### src/dwtc_pkg.sv
// Package: constants, register map and carriers of the write termination control block
package dwtc_pkg;

  // ----------------------------------------------------------------------
  // Register map and fields
  // ----------------------------------------------------------------------
  localparam int unsigned AXI_ADDR_W        = 8;
  localparam logic [7:0]  TERM_MODE_OFFSET  = 8'h00;
  localparam logic [7:0]  TIMING_CFG_OFFSET = 8'h04;
  localparam logic [7:0]  STATUS_OFFSET     = 8'h08;
  localparam logic [7:0]  CA_TERM_OFFSET    = 8'h0C;

  localparam int unsigned DQ_MODE_MSB  = 3;
  localparam int unsigned RES_MSB      = 2;
  localparam int unsigned CA_RES_LSB   = 4;
  localparam int unsigned CA_RES_MSB   = 6;
  localparam int unsigned BIN_MSB      = 2;
  localparam int unsigned WRITE_LATENCY_SET_BIT   = 4;
  localparam int unsigned BL32_BIT     = 8;
  localparam int unsigned ST_DQ_BIT    = 0;
  localparam int unsigned ST_DQS_BIT   = 1;
  localparam int unsigned ST_VALID_BIT = 2;
  localparam int unsigned ST_ARMED_BIT = 3;
  localparam int unsigned ST_ON_LSB    = 8;
  localparam int unsigned ST_OFF_LSB   = 16;
  localparam int unsigned ST_OHM_LSB   = 24;
  localparam int unsigned CA_PEND_BIT  = 4;

  localparam logic [6:0]  TERM_MODE_RESET  = 7'h00;
  localparam logic [8:0]  TIMING_CFG_RESET = 9'h000;
  localparam logic [1:0]  RESP_OKAY        = 2'h0;
  localparam logic [1:0]  RESP_SLVERR      = 2'h2;

  // ----------------------------------------------------------------------
  // Timing
  // ----------------------------------------------------------------------
  localparam int unsigned CORE_PERIOD_PS     = 4000;
  localparam int unsigned TERM_SETTLE_MIN_PS = 1500;
  localparam int unsigned TERM_SETTLE_MAX_PS = 3500;
  localparam int unsigned SETTLE_MAX_FLOOR   = TERM_SETTLE_MAX_PS / CORE_PERIOD_PS;
  localparam int unsigned TERM_SETTLE_CYCLES = (SETTLE_MAX_FLOOR < 1) ? 1 : SETTLE_MAX_FLOOR;
  localparam logic [5:0]  BL32_EXTRA_CYCLES  = 6'h08;

  // Latency per frequency bin; zero marks a bin without a defined entry
  localparam logic [5:0] ON_LAT_A  [8] = '{6'h00, 6'h00, 6'h00, 6'h04, 6'h04, 6'h06, 6'h06, 6'h08};
  localparam logic [5:0] OFF_LAT_A [8] = '{6'h00, 6'h00, 6'h00, 6'h14, 6'h16, 6'h18, 6'h1A, 6'h1C};
  localparam logic [5:0] ON_LAT_B  [8] = '{6'h00, 6'h00, 6'h06, 6'h0C, 6'h0E, 6'h12, 6'h14, 6'h18};
  localparam logic [5:0] OFF_LAT_B [8] = '{6'h00, 6'h00, 6'h16, 6'h1C, 6'h20, 6'h24, 6'h28, 6'h2C};

  localparam logic [7:0] CAL_RES_OHMS = 8'hF0;
  localparam logic [7:0] RES_OHMS [8] = '{8'h00, CAL_RES_OHMS, 8'h78, 8'h50,
                                          8'h3C, 8'h30, 8'h28, 8'h00};

  // ----------------------------------------------------------------------
  // Carriers
  // ----------------------------------------------------------------------
  typedef struct packed {
    logic link_ck;
    logic write_first;
    logic masked_write_first;
    logic col_second;
    logic power_down;
    logic self_refresh;
    logic write_leveling;
  } dwtc_pin_type;

  typedef struct packed {
    logic dq;
    logic data_mask_inversion;
    logic dqs;
  } dwtc_term_type;

endpackage : dwtc_pkg

### src/dwtc_top.sv
// Write termination control: latency sequencer, pin enables and AXI4-Lite registers
//
// Register access over AXI4-Lite and the placing of the registers were decided locally.
`timescale 1ns/1ps
`default_nettype none

module dwtc_top #(
  parameter int unsigned CA_TERM_UPDATE_NS = 20
) (
  input  wire logic                                 CORE_CLK,
  input  wire logic                                 RST_N,
  input  wire logic [dwtc_pkg::AXI_ADDR_W-1:0]      S_AXI_AWADDR,
  input  wire logic                                 S_AXI_AWVALID,
  output logic                                      S_AXI_AWREADY,
  input  wire logic [31:0]                          S_AXI_WDATA,
  input  wire logic [3:0]                           S_AXI_WSTRB,
  input  wire logic                                 S_AXI_WVALID,
  output logic                                      S_AXI_WREADY,
  output logic [1:0]                                S_AXI_BRESP,
  output logic                                      S_AXI_BVALID,
  input  wire logic                                 S_AXI_BREADY,
  input  wire logic [dwtc_pkg::AXI_ADDR_W-1:0]      S_AXI_ARADDR,
  input  wire logic                                 S_AXI_ARVALID,
  output logic                                      S_AXI_ARREADY,
  output logic [31:0]                               S_AXI_RDATA,
  output logic [1:0]                                S_AXI_RRESP,
  output logic                                      S_AXI_RVALID,
  input  wire logic                                 S_AXI_RREADY,
  input  wire dwtc_pkg::dwtc_pin_type               LINK_PINS,
  output dwtc_pkg::dwtc_term_type                   TERM_OUT,
  output logic [2:0]                                TERM_RES_CODE,
  output logic [2:0]                                CA_TERM_CODE
);
  import dwtc_pkg::*;

  // ----------------------------------------------------------------------
  // Derived timing
  // ----------------------------------------------------------------------
  localparam int unsigned CA_UPD_RAW = (CA_TERM_UPDATE_NS * 1000 + CORE_PERIOD_PS - 1)
                                       / CORE_PERIOD_PS;
  localparam logic [15:0] CA_UPD_CYCLES = 16'((CA_UPD_RAW < 1) ? 1 : CA_UPD_RAW);

  // ----------------------------------------------------------------------
  // Pin synchronisers and link clock edge
  // ----------------------------------------------------------------------
  dwtc_pin_type pins_meta;
  dwtc_pin_type pins;
  logic         ck_prev;
  logic         ck_rise;

  always_ff @(posedge CORE_CLK or negedge RST_N) begin
    if (!RST_N) begin
      pins_meta <= '0;
      pins      <= '0;
      ck_prev   <= 1'b0;
    end else begin
      pins_meta <= LINK_PINS;
      pins      <= pins_meta;
      ck_prev   <= pins.link_ck;
    end
  end

  // Commands share the clock's synchroniser, so both are seen at the same edge
  assign ck_rise = pins.link_ck & ~ck_prev;

  // ----------------------------------------------------------------------
  // Registers
  // ----------------------------------------------------------------------
  logic [6:0]  term_mode;
  logic [8:0]  timing_cfg;
  logic        dq_mode;
  logic [2:0]  bin;
  logic [5:0]  lat_on_sel;
  logic [5:0]  lat_off_sel;
  logic        table_ok;
  logic [5:0]  next_off_base;
  // Bins without a table entry read back a zero on-latency and never start a sequence

  assign dq_mode    = |term_mode[DQ_MODE_MSB:0];
  assign bin        = timing_cfg[BIN_MSB:0];
  assign lat_on_sel = timing_cfg[WRITE_LATENCY_SET_BIT] ? ON_LAT_B[bin] : ON_LAT_A[bin];
  assign table_ok   = (lat_on_sel != 6'h00);

  always_comb begin
    next_off_base = timing_cfg[WRITE_LATENCY_SET_BIT] ? OFF_LAT_B[bin] : OFF_LAT_A[bin];
    lat_off_sel   = next_off_base;
    if (timing_cfg[BL32_BIT]) begin
      lat_off_sel = 6'(next_off_base + BL32_EXTRA_CYCLES);
    end
  end

  // ----------------------------------------------------------------------
  // Write sequencer
  // ----------------------------------------------------------------------
  // Latencies are captured at the column command so a register write during
  // a burst cannot move the pending edges.
  logic       blocked;
  logic       armed;
  logic       seq_active;
  logic [5:0] lat_cnt;
  logic [5:0] lat_on_q;
  logic [5:0] lat_off_q;
  logic [5:0] next_cnt;
  logic       on_hit;
  logic       off_hit;
  logic       dq_on;
  logic       wr_cmd;

  assign blocked  = pins.power_down | pins.self_refresh | ~dq_mode
                    | pins.write_leveling;
  assign wr_cmd   = pins.write_first | pins.masked_write_first;
  assign next_cnt = 6'(lat_cnt + 6'h01);
  assign on_hit   = ck_rise & seq_active & (next_cnt == lat_on_q);
  assign off_hit  = ck_rise & seq_active & (next_cnt == lat_off_q);

  always_ff @(posedge CORE_CLK or negedge RST_N) begin
    if (!RST_N) begin
      armed      <= 1'b0;
      seq_active <= 1'b0;
      lat_cnt    <= 6'h00;
      lat_on_q   <= 6'h00;
      lat_off_q  <= 6'h00;
    end else if (blocked) begin
      armed      <= 1'b0;
      seq_active <= 1'b0;
    end else if (ck_rise) begin
      if (wr_cmd) begin
        armed <= 1'b1;
      end else if (pins.col_second) begin
        armed <= 1'b0;
      end
      if (pins.col_second & armed & table_ok) begin
        seq_active <= 1'b1;
        lat_cnt    <= 6'h00;
        lat_on_q   <= lat_on_sel;
        lat_off_q  <= lat_off_sel;
      end else if (seq_active) begin
        lat_cnt <= next_cnt;
        if (off_hit) begin
          seq_active <= 1'b0;
        end
      end
    end
  end

  // ----------------------------------------------------------------------
  // Termination switch
  // ----------------------------------------------------------------------
  // The switch moves two core cycles after the latency edge, later than the
  // settle window; the link-edge sampling itself adds two cycles of skew.
  always_ff @(posedge CORE_CLK or negedge RST_N) begin
    if (!RST_N) begin
      dq_on <= 1'b0;
    end else if (blocked | off_hit) begin
      dq_on <= 1'b0;
    end else if (on_hit) begin
      dq_on <= 1'b1;
    end
  end

  always_ff @(posedge CORE_CLK or negedge RST_N) begin
    if (!RST_N) begin
      TERM_OUT <= '0;
    end else begin
      TERM_OUT.dq  <= dq_on & ~pins.write_leveling;
      TERM_OUT.data_mask_inversion <= dq_on & ~pins.write_leveling;
      // In leveling the strobe follows the mode field unless in power-down or self-refresh; data pins stay off
      if (pins.write_leveling) begin
        TERM_OUT.dqs <= dq_mode & ~pins.power_down & ~pins.self_refresh;
      end else begin
        TERM_OUT.dqs <= dq_on;
      end
    end
  end

  assign TERM_RES_CODE = term_mode[RES_MSB:0];

  // ----------------------------------------------------------------------
  // Command-bus termination update
  // ----------------------------------------------------------------------
  // The pins keep the old code until the update time runs out; a second
  // mode write restarts the wait.
  logic        mode_wr;
  logic        ca_pending;
  logic [15:0] ca_cnt;

  always_ff @(posedge CORE_CLK or negedge RST_N) begin
    if (!RST_N) begin
      CA_TERM_CODE <= TERM_MODE_RESET[CA_RES_MSB:CA_RES_LSB];
      ca_pending   <= 1'b0;
      ca_cnt       <= 16'h0000;
    end else if (mode_wr) begin
      ca_pending <= 1'b1;
      ca_cnt     <= CA_UPD_CYCLES;
    end else if (ca_pending) begin
      ca_cnt <= ca_cnt - 16'h0001;
      if (ca_cnt == 16'h0001) begin
        ca_pending   <= 1'b0;
        CA_TERM_CODE <= term_mode[CA_RES_MSB:CA_RES_LSB];
      end
    end
  end

  // ----------------------------------------------------------------------
  // AXI4-Lite slave
  // ----------------------------------------------------------------------
  logic                  aw_held;
  logic                  w_held;
  logic [AXI_ADDR_W-1:0] aw_addr;
  logic [31:0]           w_data;
  logic [3:0]            w_strb;
  logic                  do_write;
  logic [31:0]           wmask;
  logic [31:0]           rd_word;
  logic                  rd_hit;

  // Ready stays low while a response waits, so one write and one read at
  // most are ever in flight.
  assign S_AXI_AWREADY = ~aw_held & ~S_AXI_BVALID;
  assign S_AXI_WREADY  = ~w_held & ~S_AXI_BVALID;
  assign S_AXI_ARREADY = ~S_AXI_RVALID;
  assign do_write      = aw_held & w_held;
  assign mode_wr       = do_write & (aw_addr == TERM_MODE_OFFSET) & w_strb[0];

  for (genvar b = 0; b < 4; b++) begin : g_mask
    assign wmask[8*b+7:8*b] = {8{w_strb[b]}};
  end

  always_ff @(posedge CORE_CLK or negedge RST_N) begin
    if (!RST_N) begin
      aw_held <= 1'b0;
      w_held  <= 1'b0;
      aw_addr <= '0;
      w_data  <= 32'h0000_0000;
      w_strb  <= 4'h0;
    end else begin
      if (S_AXI_AWVALID & S_AXI_AWREADY) begin
        aw_held <= 1'b1;
        aw_addr <= S_AXI_AWADDR;
      end else if (do_write) begin
        aw_held <= 1'b0;
      end
      if (S_AXI_WVALID & S_AXI_WREADY) begin
        w_held <= 1'b1;
        w_data <= S_AXI_WDATA;
        w_strb <= S_AXI_WSTRB;
      end else if (do_write) begin
        w_held <= 1'b0;
      end
    end
  end

  always_ff @(posedge CORE_CLK or negedge RST_N) begin
    if (!RST_N) begin
      term_mode  <= TERM_MODE_RESET;
      timing_cfg <= TIMING_CFG_RESET;
    end else if (do_write) begin
      if (aw_addr == TERM_MODE_OFFSET) begin
        term_mode <= (term_mode & ~wmask[6:0]) | (w_data[6:0] & wmask[6:0]);
      end
      if (aw_addr == TIMING_CFG_OFFSET) begin
        timing_cfg <= (timing_cfg & ~wmask[8:0]) | (w_data[8:0] & wmask[8:0]);
      end
    end
  end

  always_ff @(posedge CORE_CLK or negedge RST_N) begin
    if (!RST_N) begin
      S_AXI_BVALID <= 1'b0;
      S_AXI_BRESP  <= RESP_OKAY;
    end else if (do_write) begin
      S_AXI_BVALID <= 1'b1;
      if ((aw_addr == TERM_MODE_OFFSET) | (aw_addr == TIMING_CFG_OFFSET)) begin
        S_AXI_BRESP <= RESP_OKAY;
      end else begin
        S_AXI_BRESP <= RESP_SLVERR;
      end
    end else if (S_AXI_BREADY) begin
      S_AXI_BVALID <= 1'b0;
    end
  end

  always_comb begin
    rd_word = 32'h0000_0000;
    rd_hit  = 1'b1;
    unique case (S_AXI_ARADDR)
      TERM_MODE_OFFSET:  rd_word[6:0] = term_mode;
      TIMING_CFG_OFFSET: rd_word[8:0] = timing_cfg;
      STATUS_OFFSET: begin
        rd_word[ST_DQ_BIT]                 = TERM_OUT.dq;
        rd_word[ST_DQS_BIT]                = TERM_OUT.dqs;
        rd_word[ST_VALID_BIT]              = table_ok;
        rd_word[ST_ARMED_BIT]              = armed;
        rd_word[ST_ON_LSB+5:ST_ON_LSB]     = lat_on_sel;
        rd_word[ST_OFF_LSB+5:ST_OFF_LSB]   = lat_off_sel;
        rd_word[ST_OHM_LSB+7:ST_OHM_LSB]   = RES_OHMS[term_mode[RES_MSB:0]];
      end
      CA_TERM_OFFSET: begin
        rd_word[2:0]         = CA_TERM_CODE;
        rd_word[CA_PEND_BIT] = ca_pending;
      end
      default:           rd_hit = 1'b0;
    endcase
  end

  always_ff @(posedge CORE_CLK or negedge RST_N) begin
    if (!RST_N) begin
      S_AXI_RVALID <= 1'b0;
      S_AXI_RDATA  <= 32'h0000_0000;
      S_AXI_RRESP  <= RESP_OKAY;
    end else if (S_AXI_ARVALID & S_AXI_ARREADY) begin
      S_AXI_RVALID <= 1'b1;
      S_AXI_RDATA  <= rd_word;
      S_AXI_RRESP  <= rd_hit ? RESP_OKAY : RESP_SLVERR;
    end else if (S_AXI_RREADY) begin
      S_AXI_RVALID <= 1'b0;
    end
  end

endmodule : dwtc_top

`default_nettype wire

### config.mk
export PLATFORM = sky130hd
export DESIGN_NAME = dwtc_top
export DESIGN_NICKNAME = d
export VERILOG_FILES = /design/src/dwtc_pkg.sv /design/src/dwtc_top.sv
export SDC_FILE = /design/constraint.sdc
export NUM_CORES = 1
export LEC_CHECK = 0
export BUFFER_PORTS_ARGS = -buffer_cell sky130_fd_sc_hd__buf_2
export CAP_MARGIN = 10
export CORE_UTILIZATION = 61
export CTS_BUF_LIST = sky130_fd_sc_hd__clkbuf_4 sky130_fd_sc_hd__clkbuf_8
export DETAILED_ROUTE_END_ITERATION = 8
export GPL_TIMING_DRIVEN = 0
export PLACE_DENSITY_LB_ADDON = 0.2
export SETUP_SLACK_MARGIN = 0.05
export SKIP_CTS_REPAIR_TIMING = 1
export SKIP_LAST_GASP = 1
export SYNTH_ARGS = -nofsm -noshare
export SYNTH_HDL_FRONTEND = slang
export SYNTH_SLANG_ARGS = --single-unit
export TNS_END_PERCENT = 10
### constraint.sdc
create_clock -name CORE_CLK -period 4.2 [get_ports CORE_CLK]
set_input_delay 0 -clock CORE_CLK [delete_from_list [all_inputs] [get_ports CORE_CLK]]
set_output_delay 0 -clock CORE_CLK [all_outputs]
set_load 0.05 [all_outputs]
==> flow_summary.json, run 1 <==
{
  "outcome": "finished, final reports clean",
  "die_area_um2": 9430,
  "drive_above_1_share_pct": 29.4,
  "antenna_found_initial": 0,
  "io_pins": 116,
  "arrival_ns": 3.07,
  "nets": 694,
  "clk-insertion-delay-late_ns": 0.44,
  "final-instance-count-excl-fill": 737,
  "path_max_fanout": 10,
  "die_x_um": 97.1,
  "holdCritPathClass": "input pin to flop",
  "setup_violations": 0,
  "syn_to_final_growth_pct": 24.2,
  "p_clk_share_pct": 32.9,
  "ir_drop_mv": 0.383,
  "synth_cell_types": 54,
  "syn_area_per_cell_um2": 11.6,
  "fin_util_pct": 78.6,
  "end_kind": "flop",
  "final.setup.tns_ns": 0,
  "dp_hpwl_mm": 8.09,
  "place_ws_ns": 1.50,
  "total_power_mw": 3.31,
  "cap_violations": 0,
  "dp_cells": 673,
  "num_vias": 4119,
  "cts_root_buf": "clkbuf_8",
  "tritoncts": "yes",
  "power_density_nw_per_um2": 483,
  "rsz0062_at_grt": "no",
  "clock-skew-final_ns": 0.0183,
  "start_util_pct": 63.3,
  "synth.ff_latch_count": 120,
  "ant_nets": 0,
  "h-tree-depth": 4,
  "yosysTopAreaCellShare_pct": 54.4,
  "path_clk_slew_ns": 0.07,
  "grt_max_degree": 69,
  "ys_seq_area_share_pct": 54.4,
  "internal_power_mw": 2.25,
  "relSlewSlack_pct": 36.4,
  "port_buffers": 79,
  "netlist_area_um2": 5520,
  "numCtsBuffers": 17,
  "post_drt_wl_per_cell_um": 16.7,
  "grt-ovfl-total": 0,
  "post-route-period-util_pct": 65.9,
  "seqPwrFrac_pct": 45.8,
  "via_per_inst": 5.59,
  "first_iter_violations": 124,
  "synthTopCellsByArea": "dfrtp_1 (54%), mux2_2 (7.1%), nand2_1 (3.3%), ha_1 (2.7%), o21ai_0 (2.4%)",
  "setup_slack_ns": 1.43,
  "finalWeightedCongestion": 0.828,
  "std_cell_rows": 34,
  "crit_type": "flop to flop",
  "syn_inst": 476,
  "drt_pre_antenna_iters": 4,
  "core-area_um2": 8720,
  "wl_mm": 12.3,
  "yosys.area.top_type": "dfrtp_1",
  "p_switching_mw": 1.06,
  "worst_ep_required_time_ns": 4.50,
  "clkSinkCount": 120,
  "synth_ff_type": "dfrtp_1",
  "first_global_vias": 3999,
  "switching_share_pct": 31.9,
  "p_comb_share_pct": 21.4,
  "die_y_um": 97.1,
  "hold_viol_final": 0,
  "antenna_cells": 0,
  "period_needed_ns": 2.77,
  "p_leak_nw": 3.44,
  "worst_pin_slew_ns": 0.941,
  "grt_pass1_wl_mm": 19.2,
  "drc": 0,
  "synthArstFlopShare_pct": 100,
  "grtUsageTotal_pct": 26.2,
  "cp-start-kind": "flop",
  "slew_violations": 0,
  "ys_warn_count": 0,
  "clock_path_buffers": 2,
  "synth-edff-count": 0,
  "fmax_mhz": 361
}
layer usage:
| metal | global-route usage [%] | routed length, um | vias up |
|---|---|---|---|
| li1 | - | - | 1926 |
| met2 | 44.4 | 6530 | 136 |
| met4 | 9.76 | 230 | 0 |
| met1 | 32.8 | 4950 | 2031 |
| met3 | 6.19 | 613 | 26 |
| met5 | 0 | 0 | - |
placed cells by master (no fill, tap or decap), types with 4 or more instances in the layout:
cell type and count:
nand4_1 6, nor3_1 8, nand3_1 9, a32o_1 4
a211oi_1 4, nor2b_1 7, buf_4 14, inv_1 20
mux2i_1 10, a22o_1 15, a21o_1 4, o21ai_0 27
buf_2 84, dfrtp_1 120, clkinv_4 5, nand2_1 48
clkbuf_1 11, ha_1 12, clkbuf_8 17, mux2_2 35
xor2_1 10, conb_1 10, xnor2_1 15, nor4_1 5
dlygate4sd3_1 32, nor2_1 29, a21oi_1 9
cell usage after synthesis (all sizes together), types with 2 or more instances:
cell type    n
xor2        10
mux2        38
nor2b        7
dfrtp      120
xnor2       15
ha          12
buf         20
or4          4
nand2b       2
nor4         7
a32o         4
a22o        15
nand2       48
o21ai       30
or3          5
clkbuf      11
mux4         3
nand4        6
and3         4
o31ai        3
inv         20
a21oi        9
a21o         4
nor3         8
a211oi       4
nor2        29
nand3       10
and2         3
mux2i       10
cell families after synthesis:
family	share of synthesized area, %
buffers and inverters	4.56
adder cells (fa/ha/maj)	2.72
multiplexers	11.0
flip-flops	54.4
AO/OA/AOI/OAI	9.20
AND/OR/NAND/NOR	13.7
XOR/XNOR	4.37
other	0.0679
worst max-delay path: stages, from the launching register on:
cell and delay, ns:
dfrtp_1 0.46, inv_1 0.13, ha_1 0.29, nor3b_1 0.20, nor4bb_1 0.81, o21ai_2 0.38, mux2_2 0.38
metrics by stage:
stage	instance area [um2]	hold WS (ns)
after floorplan	5550	-0.296
after global placement	6080	0.109
after detailed placement	6120	-0.0149
after CTS	6530	-0.477
after global routing	6850	0.0418
final	6850	0.0315
path summary, 6_finish.rpt:
path	startpoint	to	slack [ns]	cells past startpoint
worst max-delay path	flop	lat_on_q[3]$_DFFE_PN0P_	1.43	6
worst min-delay path	S_AXI_WVALID	w_strb[0]$_DFFE_PN0P_	0.03	3
worst max register to register	flop	lat_on_q[3]$_DFFE_PN0P_	1.43	6
worst min register to register	pins_meta[3]$_DFF_PN0_	pins[3]$_DFF_PN0_	0.35	0
max in group asynchronous	RST_N	async pin	3.41	3
min in group asynchronous	RST_N	lat_cnt[0]$_DFFE_PN0P_	0.11	2
layout make-up:
| class | instances | area, um2 |
|---|---|---|
| Sequential cell | 120 | 3000 |
| Multi-Input combinational cell | 314 | 2300 |
| Fill cell | 556 | 1870 |
| Timing Repair Buffer | 112 | 749 |
| Clock buffer | 18 | 241 |
| Buffer | 31 | 176 |
| Clock inverter | 14 | 174 |
| Tap cell | 108 | 135 |
| Inverter | 20 | 75.1 |
power by group through the flow:
stage	Clock, mW	Combinational (mW)	Sequential [mW]
after floorplan	0	0.500	1.51
after global placement	0	0.641	1.51
after global routing	1.15	0.772	1.54
after CTS	1.09	0.682	1.51
after detailed placement	0	0.674	1.53
final	1.09	0.707	1.51
Power figures use the tool's default switching activity.
==> run 2, diff against run 1 <==
--- a/config.mk
+++ b/config.mk
@@ -7,7 +7,7 @@
 export LEC_CHECK = 0
 export BUFFER_PORTS_ARGS = -buffer_cell sky130_fd_sc_hd__buf_2
 export CAP_MARGIN = 10
-export CORE_UTILIZATION = 61
+export CORE_UTILIZATION = 57
 export CTS_BUF_LIST = sky130_fd_sc_hd__clkbuf_4 sky130_fd_sc_hd__clkbuf_8
 export DETAILED_ROUTE_END_ITERATION = 8
 export GPL_TIMING_DRIVEN = 0
==> constraint.sdc (replaced) <==
create_clock -name CORE_CLK -period 2.7 [get_ports CORE_CLK]
set_input_delay 0 -clock CORE_CLK [delete_from_list [all_inputs] [get_ports CORE_CLK]]
set_output_delay 0 -clock CORE_CLK [all_outputs]
set_load 0.05 [all_outputs]
==> run 2 against run 1 <==
  * Power rose by 45%
  * Clock power rose by 26%
  * Combinational power grew 53%
  * Highest routed layer unchanged
  * Wire length fell by 3.9%
  * Die area is 6.9% higher
  * Largest cell class unchanged
  * Critical path type unchanged
==> flow_summary.json, run 2 (synthesis results as in run 1) <==
{
  "start_util_pct": 59.2,
  "cpLargestDelayFamily": "simple AND/OR/NAND/NOR gates",
  "ir_drop_mv": 0.780,
  "port_buffers": 79,
  "core-area_um2": 9330,
  "first_iter_violations": 135,
  "grtUsageTotal_pct": 25.2,
  "outcome": "finished, final reports clean",
  "nets": 694,
  "drt_pre_antenna_iters": 5,
  "post_drt_wl_per_cell_um": 15.7,
  "hold_start": "S_AXI_WVALID",
  "drive_above_1_share_pct": 29.3,
  "p_leak_nw": 3.41,
  "ant_nets": 0,
  "fmax_mhz": 412,
  "hold_path_end": "w_data[0]$_DFFE_PN0P_",
  "end_kind": "flop",
  "num_vias": 4005,
  "cp.depth": 7,
  "clkSinkCount": 120,
  "arrival_ns": 2.79,
  "cts_root_buf": "clkbuf_8",
  "die_x_um": 100,
  "period_needed_ns": 2.43,
  "dp_hpwl_mm": 8.29,
  "worst_pin_slew_ns": 0.672,
  "finalWeightedCongestion": 0.830,
  "regToRegEndpoint": "lat_cnt[1]$_DFFE_PN0P_",
  "path_clk_slew_ns": 0.07,
  "numCtsBuffers": 17,
  "h-tree-depth": 4,
  "first_global_vias": 3814,
  "final.setup.tns_ns": 0,
  "grt_max_degree": 72,
  "syn_to_final_growth_pct": 23.4,
  "rr_worst_depth": 7,
  "io_pins": 116,
  "tritoncts": "yes",
  "relSlewSlack_pct": 54.5,
  "final_cell_mix": "dfrtp_1 (120), buf_2 (84), nand2_1 (48), mux2_2 (35), dlygate4sd3_1 (32)",
  "worst_ep_required_time_ns": 3.06,
  "fill_cells": 676,
  "cp-start-kind": "flop",
  "path_max_fanout": 6,
  "multiInputGateArea_um2": 2320,
  "grt_pass1_wl_mm": 19.0,
  "grt-ovfl-total": 0,
  "setup_violations": 0,
  "clk-insertion-delay-late_ns": 0.43,
  "antenna_found_initial": 0,
  "seq_area_um2": 3000,
  "std_cell_rows": 35,
  "holdPathStages": 3,
  "cp_num_buf_inv": 1,
  "post-route-period-util_pct": 89.9,
  "cap_violations": 0,
  "clock-skew-final_ns": 0.0117,
  "final-instance-count-excl-fill": 754,
  "via_per_inst": 5.31,
  "cp_cell_sequence": "inv_1 -> ha_1 -> nor3b_1 -> nor4_1 -> nand2_1 -> nor3_1 -> a32o_1",
  "layout_commonest_cell": "dfrtp_1",
  "antenna_cells": 0,
  "dp_cells": 694,
  "hold_viol_final": 0,
  "holdCritPathClass": "input pin to flop",
  "power_density_nw_per_um2": 706,
  "cp_slowest_cell": "nor4_1",
  "wl_mm": 11.8,
  "die_area_um2": 10100,
  "rsz0062_at_grt": "no",
  "die_y_um": 100,
  "slew_violations": 0,
  "drc": 0,
  "rrSetupSlack_ns": 0.27,
  "clock_path_buffers": 2,
  "slowest_delay_ns": 0.52,
  "crit_type": "flop to flop"
}
run 2: worst max path at each step:
| stage | startpoint | slack [ns] | endpoint |
|---|---|---|---|
| CTS | flop | 0.05 | lat_on_q[1]$_DFFE_PN0P_ |
| global route | flop | 0.08 | lat_cnt[1]$_DFFE_PN0P_ |
| global placement | flop | 0.07 | lat_off_q[4]$_DFFE_PN0P_ |
| detailed placement | flop | 0.06 | lat_off_q[3]$_DFFE_PN0P_ |
| finish | flop | 0.27 | lat_cnt[1]$_DFFE_PN0P_ |
| floorplan | S_AXI_BVALID$_DFFE_PN0P_ | 0.29 | w_data[1]$_DFFE_PN0P_ |
run 2: layer usage:
layer / routed length (um) / part of all wire [%] / GRT usage (%)
met3: 555 / 4.7 / 6.96
met2: 5890 / 50 / 41.0
met4: 155 / 1.3 / 8.47
met1: 5240 / 44 / 32.7
met5: 0 / 0 / 0
run 2: through the flow:
step / instance area [um2] / worst slack, ns / utilization [%] / hold WS [ns] / total power, mW
floorplan: 5550 / 0.286 / - / -0.296 / 3.12
global placement: 6110 / 0.0737 / 65.5 / 0.111 / 3.35
detailed placement: 6140 / 0.0636 / 65.9 / -0.0297 / 3.42
CTS: 6470 / 0.0504 / 69.4 / -0.488 / 4.80
global route: 6810 / 0.0827 / 73.0 / 0.0149 / 5.08
finish: 6810 / 0.273 / 73.0 / 0.00412 / 4.81
run 2: worst min-delay path, stage by stage:
cell and delay (ns):
buf_2 0.07, and2_1 0.17, mux2_2 0.16
run 2: report_power, final:
| group | switching, mW | leakage [nW] | total [mW] | internal [mW] |
|---|---|---|---|---|
| clock network | 0.653 | 0.174 | 1.37 | 0.722 |
| registers | 0.262 | 1.57 | 2.35 | 2.09 |
| logic | 0.594 | 1.66 | 1.08 | 0.487 |
run 2: area by class of cell:
cell class / instances / area share [%]
sequential: 120 / 44.1
multi-input combinational: 314 / 34.0
timing repair buffer: 112 / 11.0
clock buffer: 24 / 4.48
buffer: 31 / 2.59
tap: 129 / 2.37
inverter: 20 / 1.10
clock inverter: 4 / 0.331
==> run 3, diff against run 2 <==
--- a/config.mk
+++ b/config.mk
@@ -5,6 +5,7 @@
 export SDC_FILE = /design/constraint.sdc
 export NUM_CORES = 1
 export LEC_CHECK = 0
+export ABC_AREA = 1
 export BUFFER_PORTS_ARGS = -buffer_cell sky130_fd_sc_hd__buf_2
 export CAP_MARGIN = 10
 export CORE_UTILIZATION = 57
==> run 3 against run 2 <==
  * Power up 3.0%
  * Wire length up 8.6%
  * Hold slack better by 0.011 ns
  * Critical path type unchanged
==> flow_summary.json, run 3 <==
{
  "die_area_um2": 10700,
  "top_layer": "met4",
  "die_x_um": 104,
  "synthTopCellsByArea": "dfrtp_1 (51%), nand2_1 (11%), inv_1 (5.2%), nand3_1 (4.2%), nor2_1 (4.0%)",
  "yosys.area.top_type": "dfrtp_1",
  "final.setup.tns_ns": 0,
  "core-area_um2": 9860,
  "antenna_cells": 0,
  "fmax_mhz": 500,
  "ir_drop_mv": 0.703,
  "slew_violations": 0,
  "synth.ff_latch_count": 120,
  "antenna_found_initial": 0,
  "holdCritPathClass": "input pin to flop",
  "p_leak_nw": 3.76,
  "arrival_ns": 2.32,
  "clock_path_buffers": 2,
  "grt-ovfl-total": 0,
  "met1_length_mm": 5.60,
  "synthArstFlopShare_pct": 100,
  "synth-edff-count": 0,
  "rsz0062_at_grt": "no",
  "layout_commonest_cell": "nand2_1",
  "via_per_inst": 5.11,
  "cap_violations": 0,
  "dp_hpwl_mm": 9.23,
  "cp-start-kind": "flop",
  "syn_inst": 696,
  "setup_violations": 0,
  "outcome": "finished, final reports clean",
  "clk-insertion-delay-late_ns": 0.43,
  "clock-skew-final_ns": 0.0141,
  "synth_cell_types": 48,
  "power_density_nw_per_um2": 686,
  "dr_wl_met3_um": 674,
  "num_vias": 5027,
  "netlist_area_um2": 5880,
  "tritoncts": "yes",
  "final-instance-count-excl-fill": 983,
  "path_max_fanout": 10,
  "drive_above_1_share_pct": 21.8,
  "relSlewSlack_pct": 64.0,
  "finalWeightedCongestion": 0.880,
  "drc": 0,
  "place_ws_ns": 0.703,
  "syn_to_final_growth_pct": 22.8,
  "io_pins": 116,
  "std_cell_rows": 36,
  "ys_warn_count": 0,
  "met2_wirelength_mm": 6.34,
  "grt_pass1_wl_mm": 21.3,
  "ys_top_cells_by_count": "nand2_1 (179), dfrtp_1 (120), inv_1 (82)",
  "final_cell_mix": "nand2_1 (179), dfrtp_1 (120), inv_1 (82), buf_2 (82), nor2_1 (63)",
  "end_kind": "flop",
  "grtUsageTotal_pct": 24.8,
  "path_clk_slew_ns": 0.07,
  "post_drt_wl_per_cell_um": 13.1,
  "yosysTopAreaCellShare_pct": 51.1,
  "drt_pre_antenna_iters": 5,
  "h-tree-depth": 4,
  "holdPathStages": 4,
  "cts_root_buf": "clkbuf_8",
  "ant_nets": 0,
  "dp_cells": 919,
  "post-route-period-util_pct": 74.1,
  "ys_seq_area_share_pct": 51.1,
  "die_y_um": 104,
  "first_global_vias": 4700,
  "synth_ff_type": "dfrtp_1",
  "first_iter_violations": 261,
  "numCtsBuffers": 17,
  "worst_ep_required_time_ns": 3.02,
  "syn_area_per_cell_um2": 8.45,
  "nets": 915,
  "yosysMostFrequentCell": "nand2_1",
  "clkSinkCount": 120,
  "grt_max_degree": 63,
  "fill_cells": 720,
  "hold_ws_ns": 0.0152,
  "start_util_pct": 59.6,
  "port_buffers": 80,
  "setup_slack_ns": 0.699,
  "wl_mm": 12.9,
  "hold_viol_final": 0,
  "worst_pin_slew_ns": 0.541,
  "total_power_mw": 4.95,
  "rr_worst_depth": 9,
  "crit_type": "flop to flop",
  "period_needed_ns": 2.00
}
-- run 3: final cells by class --
cell class / instances / area (um2) / share of cell area (%)
Tap cell: 133 / 166 / 2.31
Multi-Input combinational cell: 467 / 2370 / 32.8
Buffer: 27 / 196 / 2.72
Inverter: 91 / 349 / 4.84
Clock inverter: 13 / 129 / 1.79
Sequential cell: 120 / 3000 / 41.6
Clock buffer: 19 / 255 / 3.54
Timing Repair Buffer: 113 / 754 / 10.5
-- run 3: final timing paths --
kind / to / from / slack, ns
worst max-delay path: lat_cnt[1]$_DFFE_PN0P_ / flop / 0.70
worst min-delay path: aw_addr[7]$_DFFE_PN0P_ / S_AXI_AWVALID / 0.02
worst max register to register: lat_cnt[1]$_DFFE_PN0P_ / flop / 0.70
worst min register to register: pins[0]$_DFF_PN0_ / pins_meta[0]$_DFF_PN0_ / 0.35
max in group asynchronous: aw_addr[2]$_DFFE_PN0P_ / RST_N / 1.91
min in group asynchronous: S_AXI_RDATA[26]$_DFFE_PN0P_ / RST_N / 0.10
-- run 3: through the flow --
stage	util, %	area, um2
3_3_place_gp	65.7	6480
3_5_place_dp	66.0	6520
5_1_grt	73.2	7220
4_1_cts	69.9	6900
6_report	73.2	7220
2_1_floorplan	-	5910
-- run 3: cells by family (layout without fill, tap and decap cells) --
group	Yosys count	in the layout	share of synthesized area [%]
simple gates	334	334	25.7
mux	5	5	0.936
other cells	1	10	0.0638
xor+xnor	3	3	0.447
flops	120	120	51.1
compound gates	103	103	9.94
fa+ha+maj	12	12	2.55
buf+inv	118	263	9.28
-- run 3: critical path, stage by stage, from the launching register on --
cell	delay, ns
dfrtp_1	0.50
inv_1	0.11
ha_1	0.28
nand2_1	0.16
nand4_2	0.14
nor2_2	0.20
nand3_4	0.18
buf_12	0.19
nand3_1	0.06
nand2_1	0.06
-- run 3: metal layers --
| layer | global-route usage, % | vias to the layer above |
|---|---|---|
| li1 | - | 2490 |
| met1 | 31.3 | 2362 |
| met2 | 41.6 | 151 |
| met3 | 6.29 | 24 |
| met4 | 8.90 | 0 |
| met5 | 0 | - |
-- run 3: power breakdown --
part           total (mW)  switching, mW  internal [mW]
clock network        1.55          0.710          0.845
logic                1.16          0.783          0.380
registers            2.23          0.169           2.06
